<file path="config.mk">
export PLATFORM = sky130hd
export DESIGN_NAME = mseq_start_sequencer
export DESIGN_NICKNAME = d
export VERILOG_FILES = /design/src/design/mseq_pkg.sv /design/src/design/mseq_start_sequencer.sv
export SDC_FILE = /design/constraint.sdc
export NUM_CORES = 1
export LEC_CHECK = 0
export BUFFER_PORTS_ARGS = -buffer_cell sky130_fd_sc_hd__buf_2
export CAP_MARGIN = 10
export CORE_UTILIZATION = 40
export CTS_BUF_LIST = sky130_fd_sc_hd__clkbuf_8
export DETAILED_ROUTE_END_ITERATION = 8
export GPL_ROUTABILITY_DRIVEN = 0
export GPL_TIMING_DRIVEN = 0
export PLACE_DENSITY = 0.57
export SYNTH_ARGS = -nofsm -noshare
export SYNTH_HDL_FRONTEND = slang
export SYNTH_SLANG_ARGS = --single-unit
</file>
<file path="constraint.sdc">
create_clock -name clk_sys_i -period 9 [get_ports clk_sys_i]
set_input_delay 2.7 -clock clk_sys_i [delete_from_list [all_inputs] [get_ports clk_sys_i]]
set_output_delay 2.7 -clock clk_sys_i [all_outputs]
set_load 0.03 [all_outputs]
</file>
<file path="src/design/mseq_pkg.sv">
// package: register map, field layout, states and carriers of the start sequencer
package mseq_pkg;

    localparam int          AXI_AW         = 5;
    localparam logic [4:0]  OFF_CTRL       = 5'h00;
    localparam logic [4:0]  OFF_THR_STAT   = 5'h04;
    localparam logic [4:0]  OFF_THR_LOOP   = 5'h08;
    localparam logic [4:0]  OFF_COAST_TIME = 5'h0C;
    localparam logic [4:0]  OFF_STATUS     = 5'h10;

    localparam int          CTL_SLEEP_SEL  = 0;
    localparam int          CTL_DIR_MODE   = 1;
    localparam int          CTL_SDET_EN    = 2;
    localparam int          CTL_RESYNC_EN  = 3;
    localparam int          CTL_REV_EN     = 4;
    localparam int          CTL_COAST_EN   = 5;
    localparam int          CTL_BRAKE_EN   = 6;
    localparam int          CTL_START_LSB  = 8;
    localparam int          CTL_FWDREV     = 10;
    localparam int          CTL_DIR_BIT    = 11;

    localparam logic [31:0] RST_CTRL       = 32'h0000_0004;
    localparam logic [31:0] RST_THR_STAT   = 32'h0010_0010;
    localparam logic [31:0] RST_THR_LOOP   = 32'h0080_0100;
    localparam logic [31:0] RST_COAST_TIME = 32'h0000_0100;

    localparam logic [1:0]  RESP_OKAY      = 2'h0;
    localparam logic [1:0]  RESP_SLVERR    = 2'h2;

    typedef enum logic [1:0] {
        ST_ALIGN  = 2'b00,
        ST_DALIGN = 2'b01,
        ST_IPD    = 2'b10,
        ST_SLOW   = 2'b11
    } mseq_start_e;

    typedef enum logic [4:0] {
        S_PWR_ON      = 5'b00000,
        S_LOW_PWR     = 5'b00001,
        S_SDET_EN     = 5'b00010,
        S_STAT_CHK    = 5'b00011,
        S_DIR_CHK     = 5'b00100,
        S_RESYNC_EN   = 5'b00101,
        S_RESYNC_CMP  = 5'b00110,
        S_REV_EN      = 5'b00111,
        S_HANDOFF_CMP = 5'b01000,
        S_REV_CL_DEC  = 5'b01001,
        S_REV_OL_DEC  = 5'b01010,
        S_COAST_EN    = 5'b01011,
        S_COAST       = 5'b01100,
        S_BRAKE_EN    = 5'b01101,
        S_BRAKE       = 5'b01110,
        S_STARTUP     = 5'b01111,
        S_OPEN_LOOP   = 5'b10000,
        S_CLOSED_LOOP = 5'b10001,
        S_DIR_MODE    = 5'b10010
    } mseq_state_e;

    typedef struct packed {
        logic        cfg_loaded;
        logic [15:0] ref_level;
        logic        isd_valid;
        logic [15:0] emf_level;
        logic [15:0] speed;
        logic        spin_fwd;
        logic        zero_cross;
        logic        brake_done;
        logic        startup_done;
    } mseq_sense_s;

    typedef struct packed {
        logic        param_load;
        logic        sleep;
        logic        standby;
        logic        isd_req;
        logic        bridge_off;
        logic        brake;
        logic        startup;
        mseq_start_e start_method;
        logic        open_loop;
        logic        closed_loop;
        logic        rev_decel;
        logic        dir;
    } mseq_drive_s;

endpackage

</file>
<file path="src/design/mseq_start_sequencer.sv">
// module: start sequencer decision machine with its register slave
//
// The register offsets and the AXI4-Lite interface to the registers were left to the implementer.
`timescale 1ns/1ps

// How it works
// after reset stay in power-on, requesting parameter load until done
// zero reference: rest in sleep or standby from select bit and wake pin
// nonzero reference leaves low power for the speed detect decision
// a direction change in the run states goes to the method decision
// method 0 goes to speed detect decision, 1 to the handoff compare
// speed detect enabled: stationary check; disabled: brake decision
// emf below either threshold counts as stationary, go to brake decision
// forward spin to resync decision, reverse spin to reverse drive decision
// resync: closed loop if fast enough, else open loop acceleration
// resync off: coast and/or brake, then start as if stationary
// reverse drive decelerates through zero, then accelerates commanded way
// reverse drive off: coast and/or brake, then stationary start-up
// stationary: optional brake, start-up method, then open loop
// start-up method chosen from align, double align, ipd, slow cycle
// in forward-reverse profile, pin and bit direction commands are ignored
// software keeps current limited and supply surge guarded (outside)
// resync on: compare speed to resync threshold; off: coast decision
// reverse drive on: handoff compare; off: coast decision
// coast on: all switches off for coast time; off: brake decision
// brake on: run brake routine; off: go to start-up
// explicit state machine, one decision per cycle, waits on inputs
module mseq_start_sequencer (
    input  wire logic                  clk_sys_i,
    input  wire logic                  srst_i,
    input  wire logic                  wake_pin_i,
    input  wire logic                  dir_pin_i,
    input  wire mseq_pkg::mseq_sense_s sense_i,
    output mseq_pkg::mseq_drive_s      drive_o,
    input  wire logic [4:0]            s_axi_awaddr_i,
    input  wire logic                  s_axi_awvalid_i,
    output logic                       s_axi_awready_o,
    input  wire logic [31:0]           s_axi_wdata_i,
    input  wire logic [3:0]            s_axi_wstrb_i,
    input  wire logic                  s_axi_wvalid_i,
    output logic                       s_axi_wready_o,
    output logic [1:0]                 s_axi_bresp_o,
    output logic                       s_axi_bvalid_o,
    input  wire logic                  s_axi_bready_i,
    input  wire logic [4:0]            s_axi_araddr_i,
    input  wire logic                  s_axi_arvalid_i,
    output logic                       s_axi_arready_o,
    output logic [31:0]                s_axi_rdata_o,
    output logic [1:0]                 s_axi_rresp_o,
    output logic                       s_axi_rvalid_o,
    input  wire logic                  s_axi_rready_i
);
    import mseq_pkg::*;

    // ---------------- register slave ----------------
    logic [31:0] ctrl_ff, thr_stat_ff, thr_loop_ff, coast_time_ff;
    logic [31:0] nxt_ctrl, nxt_thr_stat, nxt_thr_loop, nxt_coast_time;
    logic        aw_ok_ff, w_ok_ff, bvalid_ff, rvalid_ff;
    logic        nxt_aw_ok, nxt_w_ok, nxt_bvalid, nxt_rvalid;
    logic [4:0]  awaddr_ff, nxt_awaddr;
    logic [31:0] wdata_ff, nxt_wdata, rdata_ff, nxt_rdata;
    logic [3:0]  wstrb_ff, nxt_wstrb;
    logic [1:0]  bresp_ff, nxt_bresp, rresp_ff, nxt_rresp;
    logic [31:0] status_word;
    mseq_state_e state_ff, nxt_state;
    logic        dir_ff, nxt_dir;

    function automatic logic [31:0] merge(input logic [31:0] old,
                                          input logic [31:0] data,
                                          input logic [3:0]  strb);
        logic [31:0] res;
        res = old;
        for (int i = 0; i < 4; i++) begin
            if (strb[i]) begin
                res[i*8 +: 8] = data[i*8 +: 8];
            end
        end
        return res;
    endfunction

    assign s_axi_awready_o = !aw_ok_ff && !bvalid_ff;
    assign s_axi_wready_o  = !w_ok_ff && !bvalid_ff;
    assign s_axi_arready_o = !rvalid_ff;
    assign s_axi_bvalid_o  = bvalid_ff;
    assign s_axi_bresp_o   = bresp_ff;
    assign s_axi_rvalid_o  = rvalid_ff;
    assign s_axi_rdata_o   = rdata_ff;
    assign s_axi_rresp_o   = rresp_ff;
    assign status_word     = {25'h0, dir_ff, 1'b0, state_ff};

    always_comb begin
        nxt_aw_ok      = aw_ok_ff;
        nxt_awaddr     = awaddr_ff;
        nxt_w_ok       = w_ok_ff;
        nxt_wdata      = wdata_ff;
        nxt_wstrb      = wstrb_ff;
        nxt_bvalid     = bvalid_ff;
        nxt_bresp      = bresp_ff;
        nxt_rvalid     = rvalid_ff;
        nxt_rdata      = rdata_ff;
        nxt_rresp      = rresp_ff;
        nxt_ctrl       = ctrl_ff;
        nxt_thr_stat   = thr_stat_ff;
        nxt_thr_loop   = thr_loop_ff;
        nxt_coast_time = coast_time_ff;
        if (s_axi_awvalid_i && s_axi_awready_o) begin
            nxt_aw_ok  = 1'b1;
            nxt_awaddr = s_axi_awaddr_i;
        end
        if (s_axi_wvalid_i && s_axi_wready_o) begin
            nxt_w_ok  = 1'b1;
            nxt_wdata = s_axi_wdata_i;
            nxt_wstrb = s_axi_wstrb_i;
        end
        if (aw_ok_ff && w_ok_ff && !bvalid_ff) begin
            nxt_aw_ok  = 1'b0;
            nxt_w_ok   = 1'b0;
            nxt_bvalid = 1'b1;
            nxt_bresp  = RESP_OKAY;
            case (awaddr_ff)
                OFF_CTRL:
                    nxt_ctrl = merge(ctrl_ff, wdata_ff, wstrb_ff);
                OFF_THR_STAT:
                    nxt_thr_stat = merge(thr_stat_ff, wdata_ff, wstrb_ff);
                OFF_THR_LOOP:
                    nxt_thr_loop = merge(thr_loop_ff, wdata_ff, wstrb_ff);
                OFF_COAST_TIME:
                    nxt_coast_time = merge(coast_time_ff, wdata_ff, wstrb_ff);
                default:
                    nxt_bresp = RESP_SLVERR;
            endcase
        end else if (bvalid_ff && s_axi_bready_i) begin
            nxt_bvalid = 1'b0;
        end
        if (s_axi_arvalid_i && s_axi_arready_o) begin
            nxt_rvalid = 1'b1;
            nxt_rresp  = RESP_OKAY;
            case (s_axi_araddr_i)
                OFF_CTRL:       nxt_rdata = ctrl_ff;
                OFF_THR_STAT:   nxt_rdata = thr_stat_ff;
                OFF_THR_LOOP:   nxt_rdata = thr_loop_ff;
                OFF_COAST_TIME: nxt_rdata = coast_time_ff;
                OFF_STATUS:     nxt_rdata = status_word;
                default: begin
                    nxt_rdata = 32'h0;
                    nxt_rresp = RESP_SLVERR;
                end
            endcase
        end else if (rvalid_ff && s_axi_rready_i) begin
            nxt_rvalid = 1'b0;
        end
    end

    always_ff @(posedge clk_sys_i) begin
        if (srst_i) begin
            aw_ok_ff      <= 1'b0;
            awaddr_ff     <= 5'h00;
            w_ok_ff       <= 1'b0;
            wdata_ff      <= 32'h0;
            wstrb_ff      <= 4'h0;
            bvalid_ff     <= 1'b0;
            bresp_ff      <= RESP_OKAY;
            rvalid_ff     <= 1'b0;
            rdata_ff      <= 32'h0;
            rresp_ff      <= RESP_OKAY;
            ctrl_ff       <= RST_CTRL;
            thr_stat_ff   <= RST_THR_STAT;
            thr_loop_ff   <= RST_THR_LOOP;
            coast_time_ff <= RST_COAST_TIME;
        end else begin
            aw_ok_ff      <= nxt_aw_ok;
            awaddr_ff     <= nxt_awaddr;
            w_ok_ff       <= nxt_w_ok;
            wdata_ff      <= nxt_wdata;
            wstrb_ff      <= nxt_wstrb;
            bvalid_ff     <= nxt_bvalid;
            bresp_ff      <= nxt_bresp;
            rvalid_ff     <= nxt_rvalid;
            rdata_ff      <= nxt_rdata;
            rresp_ff      <= nxt_rresp;
            ctrl_ff       <= nxt_ctrl;
            thr_stat_ff   <= nxt_thr_stat;
            thr_loop_ff   <= nxt_thr_loop;
            coast_time_ff <= nxt_coast_time;
        end
    end

    // ---------------- pin synchronisers ----------------
    logic [1:0] wake_sync_ff, dir_sync_ff;

    always_ff @(posedge clk_sys_i) begin
        if (srst_i) begin
            wake_sync_ff <= 2'b00;
            dir_sync_ff  <= 2'b00;
        end else begin
            wake_sync_ff <= {wake_sync_ff[0], wake_pin_i};
            dir_sync_ff  <= {dir_sync_ff[0], dir_pin_i};
        end
    end

    // ---------------- decision machine ----------------
    logic [15:0] stat_thr, fg_thr, handoff_thr, resync_thr;
    logic        fwd_rev_prof, dir_src, dir_event, run_state, ref_zero;
    logic [15:0] coast_cnt_ff, nxt_coast_cnt;
    mseq_drive_s drive_ff, nxt_drive;

    assign stat_thr     = thr_stat_ff[15:0];
    assign fg_thr       = thr_stat_ff[31:16];
    assign handoff_thr  = thr_loop_ff[15:0];
    assign resync_thr   = thr_loop_ff[31:16];
    assign fwd_rev_prof = ctrl_ff[CTL_FWDREV];
    assign dir_src      = dir_sync_ff[1] ^ ctrl_ff[CTL_DIR_BIT];
    assign ref_zero     = (sense_i.ref_level == 16'h0000);
    assign run_state    = (state_ff == S_OPEN_LOOP) ||
                          (state_ff == S_CLOSED_LOOP);
    // in forward-reverse profile the pin and bit are not looked at
    assign dir_event    = !fwd_rev_prof && (dir_src != dir_ff);
    assign drive_o      = drive_ff;

    always_comb begin
        nxt_state     = state_ff;
        nxt_dir       = dir_ff;
        nxt_coast_cnt = coast_cnt_ff;
        // a pending change waits until low power or a run state takes it
        if (dir_event && (run_state || state_ff == S_LOW_PWR)) begin
            nxt_dir = dir_src;
        end
        case (state_ff)
            S_PWR_ON: if (sense_i.cfg_loaded) nxt_state = S_LOW_PWR;
            S_LOW_PWR: begin
                if (!ref_zero) nxt_state = S_SDET_EN;
            end
            S_SDET_EN: begin
                nxt_state = ctrl_ff[CTL_SDET_EN] ? S_STAT_CHK
                                                 : S_BRAKE_EN;
            end
            S_STAT_CHK: begin
                // held until the speed detect result is valid
                if (sense_i.isd_valid) begin
                    nxt_state = (sense_i.emf_level < stat_thr ||
                                 sense_i.emf_level < fg_thr)
                                ? S_BRAKE_EN : S_DIR_CHK;
                end
            end
            S_DIR_CHK: begin
                nxt_state = sense_i.spin_fwd ? S_RESYNC_EN : S_REV_EN;
            end
            S_RESYNC_EN: begin
                nxt_state = ctrl_ff[CTL_RESYNC_EN] ? S_RESYNC_CMP
                                                   : S_COAST_EN;
            end
            S_RESYNC_CMP: begin
                nxt_state = (sense_i.speed > resync_thr) ? S_CLOSED_LOOP
                                                         : S_OPEN_LOOP;
            end
            S_REV_EN: begin
                nxt_state = ctrl_ff[CTL_REV_EN] ? S_HANDOFF_CMP
                                                : S_COAST_EN;
            end
            S_HANDOFF_CMP: begin
                nxt_state = (sense_i.speed > handoff_thr) ? S_REV_CL_DEC
                                                          : S_REV_OL_DEC;
            end
            S_REV_CL_DEC: begin
                if (sense_i.speed <= handoff_thr) nxt_state = S_REV_OL_DEC;
            end
            S_REV_OL_DEC: begin
                if (sense_i.zero_cross) nxt_state = S_OPEN_LOOP;
            end
            S_COAST_EN: begin
                nxt_coast_cnt = coast_time_ff[15:0];
                nxt_state = ctrl_ff[CTL_COAST_EN] ? S_COAST : S_BRAKE_EN;
            end
            S_COAST: begin
                if (coast_cnt_ff <= 16'h0001) begin
                    nxt_state = S_BRAKE_EN;
                end else begin
                    nxt_coast_cnt = coast_cnt_ff - 16'h0001;
                end
            end
            S_BRAKE_EN: begin
                nxt_state = ctrl_ff[CTL_BRAKE_EN] ? S_BRAKE : S_STARTUP;
            end
            S_BRAKE: if (sense_i.brake_done) nxt_state = S_STARTUP;
            S_STARTUP: if (sense_i.startup_done) nxt_state = S_OPEN_LOOP;
            S_OPEN_LOOP: begin
                if (sense_i.speed > handoff_thr) nxt_state = S_CLOSED_LOOP;
            end
            S_CLOSED_LOOP: ;
            S_DIR_MODE: begin
                nxt_state = ctrl_ff[CTL_DIR_MODE] ? S_HANDOFF_CMP
                                                  : S_SDET_EN;
            end
            default: nxt_state = S_PWR_ON;
        endcase
        if (run_state) begin
            if (ref_zero) begin
                nxt_state = S_LOW_PWR;
            end else if (dir_event) begin
                nxt_state = S_DIR_MODE;
            end
        end
    end

    always_comb begin
        nxt_drive              = '0;
        nxt_drive.dir          = nxt_dir;
        nxt_drive.start_method = mseq_start_e'(ctrl_ff[CTL_START_LSB +: 2]);
        case (nxt_state)
            S_PWR_ON:  nxt_drive.param_load = 1'b1;
            S_LOW_PWR: begin
                // sleep only when selected and the wake pin is low
                nxt_drive.sleep   = ctrl_ff[CTL_SLEEP_SEL] &&
                                    !wake_sync_ff[1];
                nxt_drive.standby = !nxt_drive.sleep;
            end
            S_STAT_CHK:    nxt_drive.isd_req     = 1'b1;
            S_COAST:       nxt_drive.bridge_off  = 1'b1;
            S_BRAKE:       nxt_drive.brake       = 1'b1;
            S_STARTUP:     nxt_drive.startup     = 1'b1;
            S_OPEN_LOOP:   nxt_drive.open_loop   = 1'b1;
            S_CLOSED_LOOP: nxt_drive.closed_loop = 1'b1;
            S_REV_CL_DEC:  nxt_drive.rev_decel   = 1'b1;
            S_REV_OL_DEC:  nxt_drive.rev_decel   = 1'b1;
            default:       nxt_drive.dir         = nxt_dir;
        endcase
    end

    always_ff @(posedge clk_sys_i) begin
        if (srst_i) begin
            state_ff     <= S_PWR_ON;
            dir_ff       <= 1'b0;
            coast_cnt_ff <= 16'h0000;
            drive_ff     <= '0;
        end else begin
            state_ff     <= nxt_state;
            dir_ff       <= nxt_dir;
            coast_cnt_ff <= nxt_coast_cnt;
            drive_ff     <= nxt_drive;
        end
    end

    // ---------------- checks ----------------
    por_hold_a: assert property (@(posedge clk_sys_i) disable iff (srst_i)
        state_ff == S_PWR_ON && !sense_i.cfg_loaded |=>
            state_ff == S_PWR_ON && drive_o.param_load)
        else $error("power-on left before parameters loaded");
    low_pwr_a: assert property (@(posedge clk_sys_i) disable iff (srst_i)
        state_ff == S_LOW_PWR && ref_zero |=>
            state_ff == S_LOW_PWR && (drive_o.sleep ^ drive_o.standby))
        else $error("low power not held at zero reference");
    wake_up_a: assert property (@(posedge clk_sys_i) disable iff (srst_i)
        state_ff == S_LOW_PWR && !ref_zero |=> state_ff == S_SDET_EN)
        else $error("nonzero reference did not leave low power");
    dir_cmd_a: assert property (@(posedge clk_sys_i) disable iff (srst_i)
        run_state && !ref_zero && dir_event |=> state_ff == S_DIR_MODE
            ##1 state_ff == (ctrl_ff[CTL_DIR_MODE] ? S_HANDOFF_CMP
                                                   : S_SDET_EN))
        else $error("direction change not routed by its method");
    sdet_route_a: assert property (@(posedge clk_sys_i) disable iff (srst_i)
        state_ff == S_SDET_EN |=> state_ff == (ctrl_ff[CTL_SDET_EN] ?
            S_STAT_CHK : S_BRAKE_EN))
        else $error("speed detect decision misrouted");
    stat_route_a: assert property (@(posedge clk_sys_i) disable iff (srst_i)
        state_ff == S_STAT_CHK && sense_i.isd_valid &&
        sense_i.emf_level < stat_thr |=> state_ff == S_BRAKE_EN)
        else $error("stationary motor not sent to brake decision");
    resync_cmp_a: assert property (@(posedge clk_sys_i) disable iff (srst_i)
        state_ff == S_RESYNC_CMP && sense_i.speed > resync_thr |=>
            state_ff == S_CLOSED_LOOP ##1 drive_o.closed_loop || ref_zero)
        else $error("fast forward motor not resynchronised");
    coast_hold_a: assert property (@(posedge clk_sys_i) disable iff (srst_i)
        state_ff == S_COAST && coast_cnt_ff > 16'h0001 |=>
            state_ff == S_COAST && drive_o.bridge_off)
        else $error("coast ended before its time");
    brake_route_a: assert property (@(posedge clk_sys_i) disable iff (srst_i)
        state_ff == S_BRAKE_EN |=> state_ff == (ctrl_ff[CTL_BRAKE_EN] ?
            S_BRAKE : S_STARTUP))
        else $error("brake decision misrouted");
    prof_dir_a: assert property (@(posedge clk_sys_i) disable iff (srst_i)
        fwd_rev_prof |=> $stable(dir_ff))
        else $error("direction moved in forward-reverse profile");

endmodule

</file>
Yosys cells after proc, flatten, opt, wreduce, memory -nomap -nowiden --
Index checks and enable logic that the tools add are counted.
Operators by class: $add $sub $neg 1, $mul 0, div/mod/pow operators 0, $lt $le $gt $ge 6, eq/ne operators 36, shifts and indexed selects 0, muxes and demuxes 41, bitwise operators 2, reduce and logical (&&, ||, !) cells 52
Operators with widths (count):
- $pmux W32 S5 | 1
- $pmux W5 S19 | 1
- $eq A5 B4 Y1 const B | 17
- $mux W5 | 12
- $reduce_and A3 Y1 | 16
- $gt A16 B16 Y1 | 2
- $lt A16 B16 Y1 | 2
- $pmux W16 S2 | 1
- $eq A5 B3 Y1 const B | 6
- $eq A5 B5 Y1 const B | 6
- $logic_not A5 Y1 | 4
- $le A16 B1 Y1 const B | 1
- $le A16 B16 Y1 | 1
- $logic_not A16 Y1 | 1
- $mux W1 | 16
- $mux W16 | 1
- $mux W4 | 4
- $sub A16 B1 Y16 const B | 1
- $eq A5 B2 Y1 const B | 3
- $logic_and A1 B1 Y1 | 12
- $eq A5 B1 Y1 const B | 2
- $mux W2 | 5
- $logic_not A1 Y1 | 7
- $reduce_bool A2 Y1 | 3
- other kinds (9) | 13
Storage, ports and cells: register bits 247, latch bits 0, RAM bits 0, ROM bits 0, bits of input ports 109, output and inout bits 54, logic and storage cells 180, memories 0

Longest topological paths before layout --
depth in word-level cells 11, mapped depth 11, gate-level depth less buffers 9

Least setup slack after synthesis --
No wires, ideal clock.
path type input-to-reg, start point input port sense_i[18] (netlist name), end point register drive_ff (netlist bit drive_o[1]), library setup time 0.118 ns, arrival 4.820 ns, data required time 8.882 ns, slack 4.063 ns, stages 8, buffers on the path 0, cells stage by stage ha_1 -> a21oi_1 -> nand2_1 -> a221oi_1 -> a31oi_1 -> o31ai_1 -> or4b_2 -> o2111a_1
Between the ends: longest elaborated chain between the ends 9, elaborated cells on any way between the ends 15, classes of those cells order compare: 3; eq/ne: 2; mux: 9; reduce/logical: 1
Ends and longest elaborated chain:
- from (decl) | line mseq_start_sequencer.sv:33 | input wire mseq_pkg::mseq_sense_s sense_i,
- $gt A16 B16 Y1 (tied with other cells) | line mseq_start_sequencer.sv:261, mseq_start_sequencer.sv:287
- $mux W5 (tied with other cells) | line mseq_start_sequencer.sv:287 | if (sense_i.speed > handoff_thr) nxt_state = S_CLOSED_LOOP;
- $pmux W5 S19 * | line mseq_start_sequencer.sv:228 | case (state_ff)
- $mux W5 | line mseq_start_sequencer.sv:299 | end else if (dir_event) begin
- $mux W5 | line mseq_start_sequencer.sv:297 | if (ref_zero) begin
- $mux W5 * | line mseq_start_sequencer.sv:296 | if (run_state) begin
- $eq A5 B4 Y1 | line mseq_start_sequencer.sv:309 | case (nxt_state)
- $reduce_or A2 Y1 (no source line) *
- $mux W1 * | line mseq_start_sequencer.sv:309
- to (signal assigned) | line mseq_start_sequencer.sv:339 | drive_ff <= nxt_drive;
- to (decl) | line mseq_start_sequencer.sv:205 | mseq_drive_s drive_ff, nxt_drive;
Mark *: on every way between the ends. The rest lies on a longest branch, timed or not. A chain may end at the register's enable or synchronous reset.

Worst setup path after layout --
start point input port s_axi_araddr_i[4], end point register rdata_ff[6], in the netlist s_axi_rdata_o[6]
Between the ends: longest elaborated chain between the ends 2, elaborated cells on any way between the ends 6, classes of those cells eq/ne: 4; mux: 1; reduce/logical: 1
Ends and longest elaborated chain:
- from (decl) | line mseq_start_sequencer.sv:45 | input wire logic [4:0] s_axi_araddr_i,
- $eq A5 B5 Y1 (tied with other cells) | line mseq_start_sequencer.sv:138 | case (s_axi_araddr_i)
- $pmux W32 S5 * | line mseq_start_sequencer.sv:138
- to (signal assigned) | line mseq_start_sequencer.sv:179 | rdata_ff <= nxt_rdata;
- to (decl) | line mseq_start_sequencer.sv:61 | logic [31:0] wdata_ff, nxt_wdata, rdata_ff, nxt_rdata;
Marked as above.

==> reports/results.tsv <==
metric	value	unit
row count	62	
Slew headroom	17.4	%
TritonCTS clock tree	built	
HP Class	reg -> reg	
Total Wirelength	40900	µm
nets@finish	1774	
global-route wire length before repair	62000	µm
clock net sink count	245	
Die Ht	174	µm
# setup viols final	0	
synthesized instance count	1393	
hold_buf cts	0	
Layout area overhead	18.3	%
hpwl dp	31100	µm
overall die area	30300	µm²
leakage	5.83	nW
Synth cell types	67	
register area share after synthesis	41.5	%
initial antenna violation count	0	
Clk pwr share	40.9	%
Finished Layout Cells	2016	
top_reg_cell synth	dfxtp_1	
drt initial violations	977	
EDFF count, synth	0	
gr usage total	26.8	%
Max Slew Vio Count	0	
Seq cells post-synth	245	
Setup Fix Bufs, Post-CTS	0	
initial core utilization	41.0	%
DR vias	11100	
vias per cell	5.50	
DR WL/cell	20.3	µm
pwr dens	182	nW/µm²
placed insts	1939	
Synthesis Warnings	0	
Syn Area/Cell	8.49	µm²
layout cell share with drive strength beyond 1	15.6	%
total CTS buffers	44	
max cap viols	0	
final worst clock skew	0.0258	ns
post-route cell area	14000	µm²
WS Path Type	in -> reg	
worst skew pair latency	0.56	ns
Post-DP Area	13100	µm²
Startpoint Class	input pin	
CTS-repair resized insts	0	
Peak Freq	0.185	GHz
Synth async-reset ratio	0	%
setup_tns	0	ns
GR Overflow Total	0	
Slew @ Worst Pin	1.23	ns
Die Width	174	µm
worst-path maximum fanout	10	
Post-Syn Area	11800	µm²
pre-CTS setup slack	3.16	ns
DRT Pass-1 Iters	6	
final-report hold violation count	0	
CTS max path bufs	3	
Pint	1.82	mW
Core ar.	28900	µm²
CTS root buf	clkbuf_8	
Switching Share	28.8	%
RSZ-0062 raised after global routing	no	
vias in the first global route	10600	
sequential power share	44.8	%
H-tree depth	2	
post-route setup slack	3.60	ns
n_diodes	0	
CP arrival	5.90	ns
VDD IR max	0.000101	V
pin count of the biggest net entering global routing	11	
number of port buffers	159	
# IOs	163	
Switch Pwr	0.734	mW
CP Data Required Time	9.50	ns
Setup crit end kind	register	
status	finished clean	
Tcrit/Tclk final	60.0	%
Clock transition at path regs	0.06	ns
Residual DRC	0	
Routed Antenna Nets	0	
combinational fraction of design power	14.3	%
Tmin final	5.40	ns
[final timing paths]
check             slack [ns]          endpoint  cells after the start         startpoint
hold / removal          0.44   wake_sync_ff[1]                      1    wake_sync_ff[0]
hold reg to reg         0.44   wake_sync_ff[1]                      1    wake_sync_ff[0]
setup / recovery        3.60  s_axi_rdata_o[6]                     10  s_axi_araddr_i[4]
setup reg to reg        5.67        drive_o[1]                      9    thr_loop_ff[13]
[layer usage]
layer / up-vias / part of all wire (%) / track usage, %
met4: 0 / 3.4 / 10.3
met3: 85 / 6.9 / 4.33
met1: 5242 / 44 / 34.7
li1: 5318 / - / -
met5: - / 0 / 0
met2: 448 / 46 / 44.7
[cell type report]
type / instances / area, µm²
fillers: 2938 / 14900
repair buffers: 161 / 805
plain buffers: 80 / 339
clock buffers: 55 / 757
inverters: 70 / 263
clock inverters: 22 / 116
well taps: 384 / 480
flip-flops and latches: 245 / 4900
multi-input cells: 999 / 6320
[Yosys cell counts, types with 6 or more instances]
master / count / share of area [%]
and3_1: 7 / 0.37
mux2i_1: 134 / 11
nor2b_1: 19 / 1.0
a222oi_1: 32 / 2.7
dfxtp_1: 245 / 41
nand2_1: 155 / 4.9
nor4_1: 8 / 0.42
clkbuf_1: 65 / 2.1
a21oi_1: 140 / 5.9
mux2_2: 6 / 0.57
inv_1: 70 / 2.2
nor3b_1: 7 / 0.44
a31oi_1: 7 / 0.37
o211ai_1: 10 / 0.63
ha_1: 64 / 6.8
or4_1: 9 / 0.57
nand3_1: 15 / 0.63
a211oi_1: 8 / 0.51
nor2_1: 221 / 7.0
nor3_1: 24 / 1.0
nand4_1: 12 / 0.63
nand2b_1: 9 / 0.48
o21ai_0: 33 / 1.4
[power groups by stage]
stage | combinational [mW] | sequential, mW | clock (mW)
after floorplan | 0.225 | 1.16 | 0
after global placement | 0.354 | 1.16 | 0
after detailed placement | 0.358 | 1.16 | 0
after CTS | 0.359 | 1.14 | 1.06
after global routing | 0.394 | 1.14 | 1.11
final | 0.364 | 1.14 | 1.04
[critical path: stages]
cell,delay (ns)
clkbuf_1,0.23
nor3_1,0.58
nand2_1,0.11
nor2_1,0.50
clkbuf_1,0.58
clkbuf_1,0.61
nand2_1,0.16
a21oi_1,0.26
a21oi_1,0.07
nor2_1,0.10
[state kept, by name (all words and copies together), names as in the netlist]
register / count
drive_o: 13
wdata_ff: 32
wstrb_ff: 4
coast_time_ff: 32
w_ok_ff: 1
thr_loop_ff: 32
thr_stat_ff: 32
coast_cnt_ff: 16
aw_ok_ff: 1
s_axi_rresp_o: 1
wake_sync_ff: 2
dir_sync_ff: 2
s_axi_bvalid_o: 1
state_ff: 5
ctrl_ff: 32
s_axi_rdata_o: 32
s_axi_bresp_o: 1
awaddr_ff: 5
s_axi_rvalid_o: 1
[logic make-up (layout without fill, tap and decap cells)]
family	count (synthesis)	in the layout	share of synthesized area, %
flops	245	245	41.5
fa+ha+maj	64	64	6.77
mux	140	140	11.9
xor+xnor	2	2	0.148
compound gates	275	275	14.9
other cells	1	2	0.0317
simple gates	516	516	19.6
buf+inv	150	388	5.09
[metrics by stage]
stage | hold WS [ns] | util [%] | total power, mW
after floorplan | 0.414 | - | 1.39
after global placement | 0.420 | 45.4 | 1.52
after detailed placement | 0.426 | 45.4 | 1.52
after CTS | 0.446 | 48.5 | 2.56
after global routing | 0.461 | 48.5 | 2.65
final | 0.439 | 48.5 | 2.55
[placed cells by master, fill, tap and decap left out, types with 4 or more instances in the layout]
cell type	Yosys	final
buf_2	4	164
clkbuf_8	0	55
buf_1	5	6
mux2_2	6	6
mux2i_1	134	134
a211oi_1	8	8
nand2b_1	9	9
nand2_1	155	155
a211oi_2	4	4
o211ai_1	10	10
clkbuf_1	65	65
dfxtp_1	245	245
a22oi_1	5	5
a31oi_1	7	7
clkinv_2	0	6
a222oi_1	32	32
nor2b_1	19	19
nor3_1	24	24
nand3_1	15	15
a21oi_1	140	140
and3_1	7	7
o21ai_0	33	33
or3_1	4	4
nand4_1	12	12
nor3b_1	7	7
inv_1	70	85
o21ai_2	4	4
nor4_1	8	8
or4_1	9	9
nor2_1	221	221
ha_1	64	64
Note: power is estimated with default switching activity, not from simulation.
